File: config.mk
export PLATFORM = sky130hd
export DESIGN_NAME = sprite_plane_device_flat
export DESIGN_NICKNAME = d
export VERILOG_FILES = /design/src/sprite_plane_pkg.sv /design/src/sprite_plane_if.sv /design/src/sprite_plane_device.sv /design/src/flat_wrapper.sv
export SDC_FILE = /design/constraint.sdc
export NUM_CORES = 1
export LEC_CHECK = 0
export ABC_AREA = 1
export BUFFER_PORTS_ARGS = -buffer_cell sky130_fd_sc_hd__clkbuf_2
export CAP_MARGIN = 25
export CORE_UTILIZATION = 35
export CTS_BUF_LIST = sky130_fd_sc_hd__clkbuf_4
export DETAILED_ROUTE_END_ITERATION = 16
export PLACE_DENSITY = 0.57
export SKIP_LAST_GASP = 1
export SLEW_MARGIN = 20
export SYNTH_ARGS = -nofsm -noshare
export SYNTH_HDL_FRONTEND = slang
export SYNTH_SLANG_ARGS = --single-unit
File: constraint.sdc
create_clock -name core_clk -period 29 [get_ports core_clk]
set_clock_uncertainty 0.2 [all_clocks]
set_input_delay 2.9 -clock core_clk [delete_from_list [all_inputs] [get_ports core_clk]]
set_output_delay 2.9 -clock core_clk [all_outputs]
set_load 0.02 [all_outputs]
File: src/sprite_plane_pkg.sv
package sprite_plane_pkg;
    localparam logic [31:0] OFF_LINEAR   = 32'h00072384;
    localparam logic [31:0] OFF_STRIDE   = 32'h00072388;
    localparam logic [31:0] OFF_POSITION = 32'h0007238c;
    localparam logic [31:0] OFF_SIZE     = 32'h00072390;
    localparam logic [31:0] OFF_KEYMIN   = 32'h00072394;
    localparam logic [31:0] OFF_KEYMASK  = 32'h00072398;
    localparam logic [31:0] OFF_SURFACE  = 32'h0007239c;
    localparam logic [31:0] RESET_VALUE  = 32'h00000000;
    localparam logic [31:0] POS_MASK     = 32'h0fff0fff;
    localparam logic [31:0] STRIDE_MASK  = 32'hffffffc0;
    localparam logic [31:0] KEYMIN_MASK  = 32'h00ffffff;
    localparam logic [31:0] KEYMSK_MASK  = 32'h00000007;
    localparam logic [31:0] SURF_MASK    = 32'hfffff008;
    localparam logic [31:0] BASE_MASK    = 32'hfffff000;
    localparam int          CTL_TILED    = 10;
    localparam int          CTL_KEYEN    = 22;
    localparam int          SURF_SRC_BIT = 3;
    localparam int          CTL_ORDER    = 0;
    localparam int          CTL_BOTTOM   = 2;
    // second sprite bits sit in reserved slots, clear of the tiled bit
    localparam int          CTL_SEC_ORDER  = 4;
    localparam int          CTL_SEC_BOTTOM = 6;
    // plane codes in the stack output
    localparam logic [1:0] PLANE_PRIMARY = 2'h0;
    localparam logic [1:0] PLANE_THIS    = 2'h1;
    localparam logic [1:0] PLANE_SECOND  = 2'h2;
    localparam logic [1:0] PLANE_CURSOR  = 2'h3;
endpackage : sprite_plane_pkg

File: src/sprite_plane_if.sv
`timescale 1ns/1ps
interface sprite_plane_if;
    logic        wrEn;
    logic        rdEn;
    logic [31:0] addr;
    logic [31:0] wrData;
    logic [31:0] rdData;
    logic        rdValid;
    logic        vblank;
    logic [31:0] ctlWord;
    logic        flipDoneRender;
    logic        flipDoneBlitter;
    modport device (input wrEn, rdEn, addr, wrData, vblank, ctlWord,
                    output rdData, rdValid, flipDoneRender,
                    flipDoneBlitter);
    modport host (output wrEn, rdEn, addr, wrData, vblank, ctlWord,
                  input rdData, rdValid, flipDoneRender, flipDoneBlitter);
endinterface : sprite_plane_if

File: src/sprite_plane_device.sv
`timescale 1ns/1ps
module sprite_plane_device (
    input  wire logic        core_clk,
    input  wire logic        rst,
    sprite_plane_if.device   bus,
    input  wire logic [23:0] pixelIn,
    input  wire logic        pixelIsYuv,
    input  wire logic [23:0] keyMaxIn,
    output logic [31:0]      fetchAddr,
    output logic [31:0]      activeStride,
    output logic [31:0]      activePosition,
    output logic [31:0]      activeSize,
    output logic [7:0]       planeStack,
    output logic             keyOnThis,
    output logic             keyOnSecond,
    output logic             orderIllegal,
    output logic             pixelTransparent
);
    typedef struct packed {
        logic [31:0] linP;
        logic [31:0] strideP;
        logic [31:0] posP;
        logic [31:0] sizeP;
        logic [31:0] keyMinP;
        logic [31:0] keyMskP;
        logic [31:0] surfP;
        logic [31:0] linA;
        logic [31:0] strideA;
        logic [31:0] posA;
        logic [31:0] sizeA;
        logic [31:0] keyMinA;
        logic [31:0] keyMskA;
        logic [31:0] surfA;
        logic        armed;
        logic        linPending;
        logic        vbPrev;
        logic [31:0] rdData;
        logic        rdValid;
        logic        doneRcs;
        logic        doneBcs;
        logic [31:0] fetch;
        logic [7:0]  stack;
        logic        keyThis;
        logic        keySecond;
        logic        illegal;
        logic        transp;
    } dev_state_t;
    dev_state_t s_q;
    dev_state_t s_d;

    logic        vbRise;
    logic [3:0]  zsel;
    logic [2:0]  chanHit;
    logic        keyMatch;
    logic [23:0] keyMin;
    logic [23:0] msk24;

    assign vbRise = bus.vblank & ~s_q.vbPrev;
    assign keyMin = s_q.keyMinA[23:0];
    assign msk24 = {{8{s_q.keyMskA[2]}}, {8{s_q.keyMskA[1]}},
                    {8{s_q.keyMskA[0]}}};
    assign zsel = {bus.ctlWord[sprite_plane_pkg::CTL_ORDER],
                   bus.ctlWord[sprite_plane_pkg::CTL_BOTTOM],
                   bus.ctlWord[sprite_plane_pkg::CTL_SEC_ORDER],
                   bus.ctlWord[sprite_plane_pkg::CTL_SEC_BOTTOM]};

    // second sprite bits avoid bit 10 so z-order never flips tiling
    generate
        for (genvar c = 0; c < 3; c++) begin : g_chan
            always_comb begin
                if (pixelIsYuv) begin
                    chanHit[c] = ~s_q.keyMskA[c] |
                        ((pixelIn[c*8 +: 8] >= keyMin[c*8 +: 8]) &&
                         (pixelIn[c*8 +: 8] <= keyMaxIn[c*8 +: 8]));
                end else begin
                    chanHit[c] = 1'b1;
                end
            end
        end
    endgenerate

    always_comb begin
        if (pixelIsYuv) begin
            keyMatch = &chanHit;
        end else begin
            keyMatch = ((pixelIn ^ keyMin) & msk24) == 24'h000000;
        end
    end

    always_comb begin
        s_d = s_q;
        s_d.vbPrev = bus.vblank;
        s_d.rdValid = 1'b0;
        s_d.doneRcs = 1'b0;
        s_d.doneBcs = 1'b0;
        if (bus.rdEn) begin
            s_d.rdValid = 1'b1;
            unique case (bus.addr)
                sprite_plane_pkg::OFF_LINEAR:   s_d.rdData = s_q.linP;
                sprite_plane_pkg::OFF_STRIDE:   s_d.rdData = s_q.strideP;
                sprite_plane_pkg::OFF_POSITION: s_d.rdData = s_q.posP;
                sprite_plane_pkg::OFF_SIZE:     s_d.rdData = s_q.sizeP;
                sprite_plane_pkg::OFF_KEYMIN:   s_d.rdData = s_q.keyMinP;
                sprite_plane_pkg::OFF_KEYMASK:  s_d.rdData = s_q.keyMskP;
                sprite_plane_pkg::OFF_SURFACE:  s_d.rdData = s_q.surfP;
                default: s_d.rdData = sprite_plane_pkg::RESET_VALUE;
            endcase
        end
        if (bus.wrEn) begin
            unique case (bus.addr)
                sprite_plane_pkg::OFF_LINEAR: begin
                    s_d.linP = bus.wrData;
                    s_d.linPending = 1'b1;
                end
                sprite_plane_pkg::OFF_STRIDE:
                    s_d.strideP = bus.wrData &
                        sprite_plane_pkg::STRIDE_MASK;
                sprite_plane_pkg::OFF_POSITION:
                    s_d.posP = bus.wrData & sprite_plane_pkg::POS_MASK;
                sprite_plane_pkg::OFF_SIZE:
                    s_d.sizeP = bus.wrData & sprite_plane_pkg::POS_MASK;
                sprite_plane_pkg::OFF_KEYMIN:
                    s_d.keyMinP = bus.wrData &
                        sprite_plane_pkg::KEYMIN_MASK;
                sprite_plane_pkg::OFF_KEYMASK:
                    s_d.keyMskP = bus.wrData &
                        sprite_plane_pkg::KEYMSK_MASK;
                sprite_plane_pkg::OFF_SURFACE: begin
                    s_d.surfP = bus.wrData &
                        sprite_plane_pkg::SURF_MASK;
                    s_d.armed = 1'b1;
                end
                default: ;
            endcase
        end
        // offset follows vsync alone, not the flip trigger
        if (vbRise && s_q.linPending) begin
            s_d.linA = s_q.linP;
            s_d.linPending = bus.wrEn &&
                (bus.addr == sprite_plane_pkg::OFF_LINEAR);
        end
        if (vbRise) begin
            s_d.posA = s_q.posP;
        end
        if (vbRise && s_q.armed) begin
            s_d.strideA = s_q.strideP;
            s_d.sizeA = s_q.sizeP;
            s_d.keyMinA = s_q.keyMinP;
            s_d.keyMskA = s_q.keyMskP;
            s_d.surfA = s_q.surfP;
            // a trigger landing on this edge stays armed for the next
            s_d.armed = bus.wrEn &&
                (bus.addr == sprite_plane_pkg::OFF_SURFACE);
            s_d.doneRcs = ~s_q.surfP[sprite_plane_pkg::SURF_SRC_BIT];
            s_d.doneBcs = s_q.surfP[sprite_plane_pkg::SURF_SRC_BIT];
        end
        if (bus.ctlWord[sprite_plane_pkg::CTL_TILED]) begin
            s_d.fetch = s_q.surfA & sprite_plane_pkg::BASE_MASK;
        end else begin
            s_d.fetch = (s_q.surfA & sprite_plane_pkg::BASE_MASK) +
                s_q.linA;
        end
        s_d.illegal = 1'b0;
        s_d.keyThis = 1'b0;
        s_d.keySecond = 1'b0;
        // stack packs bottom plane in the low two bits
        unique case (zsel)
            4'b0000: s_d.stack = {sprite_plane_pkg::PLANE_CURSOR,
                sprite_plane_pkg::PLANE_SECOND, sprite_plane_pkg::PLANE_THIS,
                sprite_plane_pkg::PLANE_PRIMARY};
            4'b1000: s_d.stack = {sprite_plane_pkg::PLANE_CURSOR,
                sprite_plane_pkg::PLANE_THIS, sprite_plane_pkg::PLANE_SECOND,
                sprite_plane_pkg::PLANE_PRIMARY};
            4'b0001, 4'b0011: begin
                s_d.stack = {sprite_plane_pkg::PLANE_CURSOR,
                    sprite_plane_pkg::PLANE_THIS,
                    sprite_plane_pkg::PLANE_PRIMARY,
                    sprite_plane_pkg::PLANE_SECOND};
                s_d.keySecond = 1'b1;
            end
            4'b1001, 4'b1011: begin
                s_d.stack = {sprite_plane_pkg::PLANE_CURSOR,
                    sprite_plane_pkg::PLANE_PRIMARY,
                    sprite_plane_pkg::PLANE_THIS,
                    sprite_plane_pkg::PLANE_SECOND};
                s_d.keyThis = 1'b1;
            end
            4'b0100: begin
                s_d.stack = {sprite_plane_pkg::PLANE_CURSOR,
                    sprite_plane_pkg::PLANE_SECOND,
                    sprite_plane_pkg::PLANE_PRIMARY,
                    sprite_plane_pkg::PLANE_THIS};
                s_d.keyThis = 1'b1;
            end
            4'b0110, 4'b1110, 4'b0010: begin
                s_d.stack = {sprite_plane_pkg::PLANE_CURSOR,
                    sprite_plane_pkg::PLANE_PRIMARY,
                    sprite_plane_pkg::PLANE_SECOND,
                    sprite_plane_pkg::PLANE_THIS};
                s_d.keySecond = 1'b1;
            end
            default: begin
                // forbidden combinations load the 4'b0000 stacking and flag illegal
                s_d.stack = {sprite_plane_pkg::PLANE_CURSOR,
                    sprite_plane_pkg::PLANE_SECOND,
                    sprite_plane_pkg::PLANE_THIS,
                    sprite_plane_pkg::PLANE_PRIMARY};
                s_d.illegal = 1'b1;
            end
        endcase
        s_d.transp = bus.ctlWord[sprite_plane_pkg::CTL_KEYEN] &
            keyMatch;
    end

    always_ff @(posedge core_clk or posedge rst) begin
        if (rst) begin
            s_q <= '0;
        end else begin
            s_q <= s_d;
        end
    end

    assign bus.rdData = s_q.rdData;
    assign bus.rdValid = s_q.rdValid;
    assign bus.flipDoneRender = s_q.doneRcs;
    assign bus.flipDoneBlitter = s_q.doneBcs;
    assign fetchAddr = s_q.fetch;
    assign activeStride = s_q.strideA;
    assign activePosition = s_q.posA;
    assign activeSize = s_q.sizeA;
    assign planeStack = s_q.stack;
    assign keyOnThis = s_q.keyThis;
    assign keyOnSecond = s_q.keySecond;
    assign orderIllegal = s_q.illegal;
    assign pixelTransparent = s_q.transp;
endmodule : sprite_plane_device

File: src/flat_wrapper.sv
// flat-port wrapper written by rule: the top's interface ports become plain ports
module sprite_plane_device_flat 
  (core_clk, rst, pixelIn, pixelIsYuv, keyMaxIn, fetchAddr, activeStride, activePosition, activeSize, planeStack, keyOnThis, keyOnSecond, orderIllegal, pixelTransparent, bus_wrEn, bus_rdEn, bus_addr, bus_wrData, bus_vblank, bus_ctlWord, bus_rdData, bus_rdValid, bus_flipDoneRender, bus_flipDoneBlitter);
  sprite_plane_if bus_i ();
  input  wire logic core_clk;
  input  wire logic rst;
  input  wire logic [23:0] pixelIn;
  input  wire logic pixelIsYuv;
  input  wire logic [23:0] keyMaxIn;
  output logic [31:0] fetchAddr;
  output logic [31:0] activeStride;
  output logic [31:0] activePosition;
  output logic [31:0] activeSize;
  output logic [7:0] planeStack;
  output logic keyOnThis;
  output logic keyOnSecond;
  output logic orderIllegal;
  output logic pixelTransparent;
  input wire logic [$bits(bus_i.wrEn)-1:0] bus_wrEn;
  input wire logic [$bits(bus_i.rdEn)-1:0] bus_rdEn;
  input wire logic [$bits(bus_i.addr)-1:0] bus_addr;
  input wire logic [$bits(bus_i.wrData)-1:0] bus_wrData;
  input wire logic [$bits(bus_i.vblank)-1:0] bus_vblank;
  input wire logic [$bits(bus_i.ctlWord)-1:0] bus_ctlWord;
  output wire logic [$bits(bus_i.rdData)-1:0] bus_rdData;
  output wire logic [$bits(bus_i.rdValid)-1:0] bus_rdValid;
  output wire logic [$bits(bus_i.flipDoneRender)-1:0] bus_flipDoneRender;
  output wire logic [$bits(bus_i.flipDoneBlitter)-1:0] bus_flipDoneBlitter;
  assign bus_i.wrEn = bus_wrEn;
  assign bus_i.rdEn = bus_rdEn;
  assign bus_i.addr = bus_addr;
  assign bus_i.wrData = bus_wrData;
  assign bus_i.vblank = bus_vblank;
  assign bus_i.ctlWord = bus_ctlWord;
  assign bus_rdData = bus_i.rdData;
  assign bus_rdValid = bus_i.rdValid;
  assign bus_flipDoneRender = bus_i.flipDoneRender;
  assign bus_flipDoneBlitter = bus_i.flipDoneBlitter;
  sprite_plane_device u_core (.core_clk(core_clk), .rst(rst), .bus(bus_i), .pixelIn(pixelIn), .pixelIsYuv(pixelIsYuv), .keyMaxIn(keyMaxIn), .fetchAddr(fetchAddr), .activeStride(activeStride), .activePosition(activePosition), .activeSize(activeSize), .planeStack(planeStack), .keyOnThis(keyOnThis), .keyOnSecond(keyOnSecond), .orderIllegal(orderIllegal), .pixelTransparent(pixelTransparent));
endmodule
# ---- Word level (Yosys, flattened, before mapping)
# Index checks and enable logic that the tools add are counted.
dict set report word_totals {
  regBits 389
  input_bits 150
  out_inout_bits 175
}
dict set report classes {
  add_sub_neg 1
  n_lt_le_gt_ge 6
  eq_ne 16
  mux 17
  bitwise 12
  n_reduce_logical 29
}
# operator n
set op_table {}
lappend op_table {{$eq 32x19->1 const B} 7}
lappend op_table {{$pmux 32 s7} 1}
lappend op_table {{$add 32x32->32} 1}
lappend op_table {{$mux 32} 1}
lappend op_table {{$pmux 6 s5} 1}
lappend op_table {{$and 24x24->24} 1}
lappend op_table {{$ge 8x8->1} 3}
lappend op_table {{$le 8x8->1} 3}
lappend op_table {{$logic_not 24->1} 1}
lappend op_table {{$xor 24x24->24} 1}
lappend op_table {{$reduce_and 2->1} 9}
lappend op_table {{$eq 4x4->1 const B} 4}
lappend op_table {{$mux 1} 12}
lappend op_table {{$reduce_or 10->1} 1}
lappend op_table {{$eq 4x2->1 const B} 2}
lappend op_table {{$eq 4x3->1 const B} 2}
lappend op_table {{$reduce_bool 2->1} 4}
lappend op_table {{$logic_and 1x1->1} 7}
lappend op_table {{$reduce_or 3->1} 2}
lappend op_table {{$not 1->1} 5}
lappend op_table {{$reduce_or 5->1} 1}
lappend op_table {{$eq 4x1->1 const B} 1}
lappend op_table {{$logic_not 4->1} 1}
lappend op_table {{$mux 2} 2}
lappend op_table {{other kinds (4)} 8}

# ---- Logic depth before layout (Yosys ltp)
dict set report depth {
  word_depth 7
  mapped_depth 14
  ltp_nobuf 14
}

# ---- Least setup slack after synthesis
# Ideal clock, no wire load.
dict set report synth_path {
  path_type {input port to flip-flop}
  from {input bus_addr[5]}
  to {register u_core.s_q[472] in the netlist's numbering}
  setup_ns 0.120
  t_arrival_ns 4.052
  slack_ns 24.629
  path_stages 10
  n_path_buf 2
  cell_sequence {or2_4 nor2_4 nand2_2 nor2_8 and2_4 buf_8 nand2_8 buf_6 nand2_2 o21ai_2}
}
dict set report synth_between {
  elab_chain_cells 2
}
# item line_no
set synth_rtl {}
lappend synth_rtl {{from (decl)} flat_wrapper.sv:21} ;# input wire logic [$bits(bus_i.addr)-1:0] bus_addr;
lappend synth_rtl {{$eq 32x19->1} sprite_plane_device.sv:110} ;# unique case (bus.addr)
lappend synth_rtl {{$reduce_and 2->1 (no source line)} --}
lappend synth_rtl {{to (signal assigned)} sprite_plane_device.sv:217} ;# s_q <= '0;
lappend synth_rtl {{to (signal assigned)} sprite_plane_device.sv:219} ;# s_q <= s_d;
lappend synth_rtl {{to (decl)} sprite_plane_device.sv:48} ;# dev_state_t s_q;
# Every way passes these cells.
# A chain may end at the register's enable or synchronous reset.

# ---- Worst setup path after layout
dict set report layout_path {
  from {input bus_addr[27]}
  to {register u_core.s_q[337] in the netlist's numbering}
}
# The elaborated chain is that of the path after synthesis.

==> impl_metrics.yaml <==
clock_network:
  path_clk_slew_ns: 0.06
  postCtsResizedCells: 0
  htreeDepth: 3
  cts_tree: "built"
  cts_num_sinks: 388
  postCtsSetupRepairBufs: 0
  hold_buffers: 0
  cts_max_path_buffers: 3
  cts-buffers-inserted: 106
  clk_latency_ns: 0.85
  cts-root-buf: "clkbuf_4"
timing:
  hold_viol: 0
  slew_headroom: 0.378
  fmax_mhz: 176
  tightest_slew_ns: 0.930
  final-setup-viol-count: 0
  layout_min_cycle_time_ns: 5.67
  rsz0062_at_grt: "no"
  fin_crit_sh: 0.195
  setup_tns_ns: 0
  drv_slew: 0
layout:
  drive_gt1_frac: 0.239
  stdcell_area_sq_um: 21500
  area_delta_synth_final_pct: 10.8
  multi_input_area_sq_um: 7330
  regArea_sq_um: 9710
  instances_no_fill: 3201
  fillerInstances: 5652
  nets: 2589
  utilization: 0.392
die:
  dieArea_sq_um: 56500
  rows: 86
  num_io_pins: 325
  die_w_microns: 238
  fp.dieH_microns: 238
  initial_core_util: 0.354
  core_area_sq_um: 55000
synthesis:
  syn_area_per_cell_sq_um: 8.82
  yosysTopAreaCell: "dfrtp_1"
  ys_top_cells_by_area: "dfrtp_1 50%, nand2_1 11%, buf_4 6.8%"
  synth_top_area_share: 0.499
  synth_most_common_cell: "nand2_1"
  async_reset_ff_frac: 1.00
  synthFlopType: "dfrtp_1"
  netlist_top_cells_count: "570 x nand2_1, 388 x dfrtp_1, 182 x inv_1, 175 x buf_4, 149 x nand3_1"
  synth-edff-count: 0
  syn_inst: 2205
  synth_cell_types: 48
  syn_area_sq_um: 19400
  ys_warn_count: 0
  ys_seq_elements: 388
  synth-seq-area-share: 0.499
setup_path:
  cp_slowest_stage_delay_ns: 0.66
  startpoint: "bus_addr[27]"
  arrival_ns: 6.14
  cp_max_fo: 60
  cp-start-kind: "input port"
  reg2reg_from: "u_core.s_q[79]"
  worstPathRequired_ns: 29.48
  rrSetupSlack_ns: 26.11
  crit_type: "in2reg"
  crit_chain: "clkbuf_2, nor2_1, nand4_1, nor2_4, buf_4, buf_4, nand2_2, clkinv_2, nand2_2, o21ai_0"
  cp_slowest_cell: "buf_4"
  r2r_end: "u_core.activeSize[22]"
  r2r_cells: 5
  end_kind: "register"
status:
  status: "completed"
pwr:
  leakagePower_nw: 11.8
  irDropWorstVdd_mv: 0.0231
  p_per_area_nw_per_um2: 50.5
  power_mw: 1.09
place:
  io_buffers: 276
  dpl-instance-area_sq_um: 20200
  dp_hpwl_mm: 40.5
  gp_congestion: 0.884
  place_inst: 3009
drt:
  vias_per_cell: 4.77
  vias: 15300
  avgRoutedWirePerCell_microns: 17.6
  ant_nets: 0
  dr.first_iter.drc_count: 1102
  post-route-drc-count: 0
  finalWirelength_mm: 56.5
  drt-pass1-iter-count: 5
global_route:
  grt_pass1_vias: 14900
  grt_max_degree: 108
  grt_pass1_wl_mm: 86.9
  antenna_found_initial: 1
  grtUsageTotal: 0.202
  grt_overflow: 0
min_path:
  min_path_cells: 2
  min_path_type: "reg2reg"
  worstHoldStart: "u_core.activePosition[19]"
  worst_hold_path.endpoint: "u_core.activePosition[19]"
run:
  max_cap_viol_count: 0
## metrics by stage
step	setup WS [ns]	hold slack (ns)
finish	23.33	0.277
global route	23.16	0.294
CTS	23.41	0.249
detailed placement	22.53	0.263
global placement	22.58	0.257
floorplan	15.12	0.243
## cell families after synthesis
family                     share of synthesized area
AOI/OAI and AO/OA                             0.0940
xor gates and xnor gates                     0.00180
adders and majority gates                     0.0441
buffers and inverters                          0.128
DFF                                            0.499
muxes                                         0.0365
other                                       0.000386
and+or+nand+nor                                0.196
## state kept, by name, indices dropped and copies added (netlist names), 3 cells and up
register	count
u_core.activeStride	26
u_core.keyMin	24
u_core.bus.rdData	32
u_core.planeStack	7
u_core.msk24	3
u_core.activeSize	24
u_core.fetchAddr	32
u_core.s_q	209
u_core.activePosition	24
## placed cells by master (no fill, tap or decap), types with 2 or more instances in the layout
cell        n
nor2_8      2
buf_4      14
xnor2_1     2
nor2_1    138
mux2_2     63
a21o_1      4
dfrtp_1   388
nand2_4     5
or2_2       5
clkinv_2   12
a21oi_1    70
clkbuf_4  149
nor2_4      5
nand3b_1    3
clkinv_1   26
nand4_1    10
xor2_1      2
inv_1     181
o21bai_1    8
o21ai_1    71
clkbuf_2  276
a31oi_1     2
conb_1     23
a22o_1      2
nor2_2      3
nand3_1   149
inv_2       5
o21ai_2    30
o21ai_0   139
nand2_1   569
ha_1       67
nand2_2     9
o21a_1      3
## worst max-delay path: cells and delay by family
family | cells | cell delay [ns]
AND/OR/NAND/NOR | 5 | 1.40
buffers and inverters | 4 | 1.43
AO/OA/AOI/OAI | 1 | 0.36
## report_power, final
group	internal (mW)	switching (mW)
sequential	0.543	0.000701
combinational	0.0152	0.0400
clock	0.246	0.242
total	0.805	0.282
## layout make-up
cell class / count / share of cell area
flip-flops and latches: 388 / 0.451
multi-input cells: 1396 / 0.340
repair buffers: 292 / 0.0712
clock buffers: 149 / 0.0519
well taps: 748 / 0.0435
inverters: 187 / 0.0330
clock inverters: 40 / 0.00900
diodes: 1 / 0.000116
## worst max-delay path by stage
stage	depth (start not counted)	end	slack (ns)
2_1_floorplan	1	u_core.activePosition[0]	15.12
3_3_place_gp	10	u_core.s_q[322]	22.58
3_5_place_dp	10	u_core.s_q[322]	22.53
4_1_cts	10	u_core.s_q[337]	23.41
5_1_grt	10	u_core.s_q[325]	23.16
6_report	10	u_core.s_q[337]	23.33
## routing by layer
layer	track usage	part of all wire	vias to the layer above
li1	-	-	7314
met1	0.265	0.44	7402
met2	0.319	0.46	454
met3	0.0447	0.063	96
met4	0.0923	0.036	0
met5	0	0	-
Note: power is estimated with default switching activity, not from simulation.
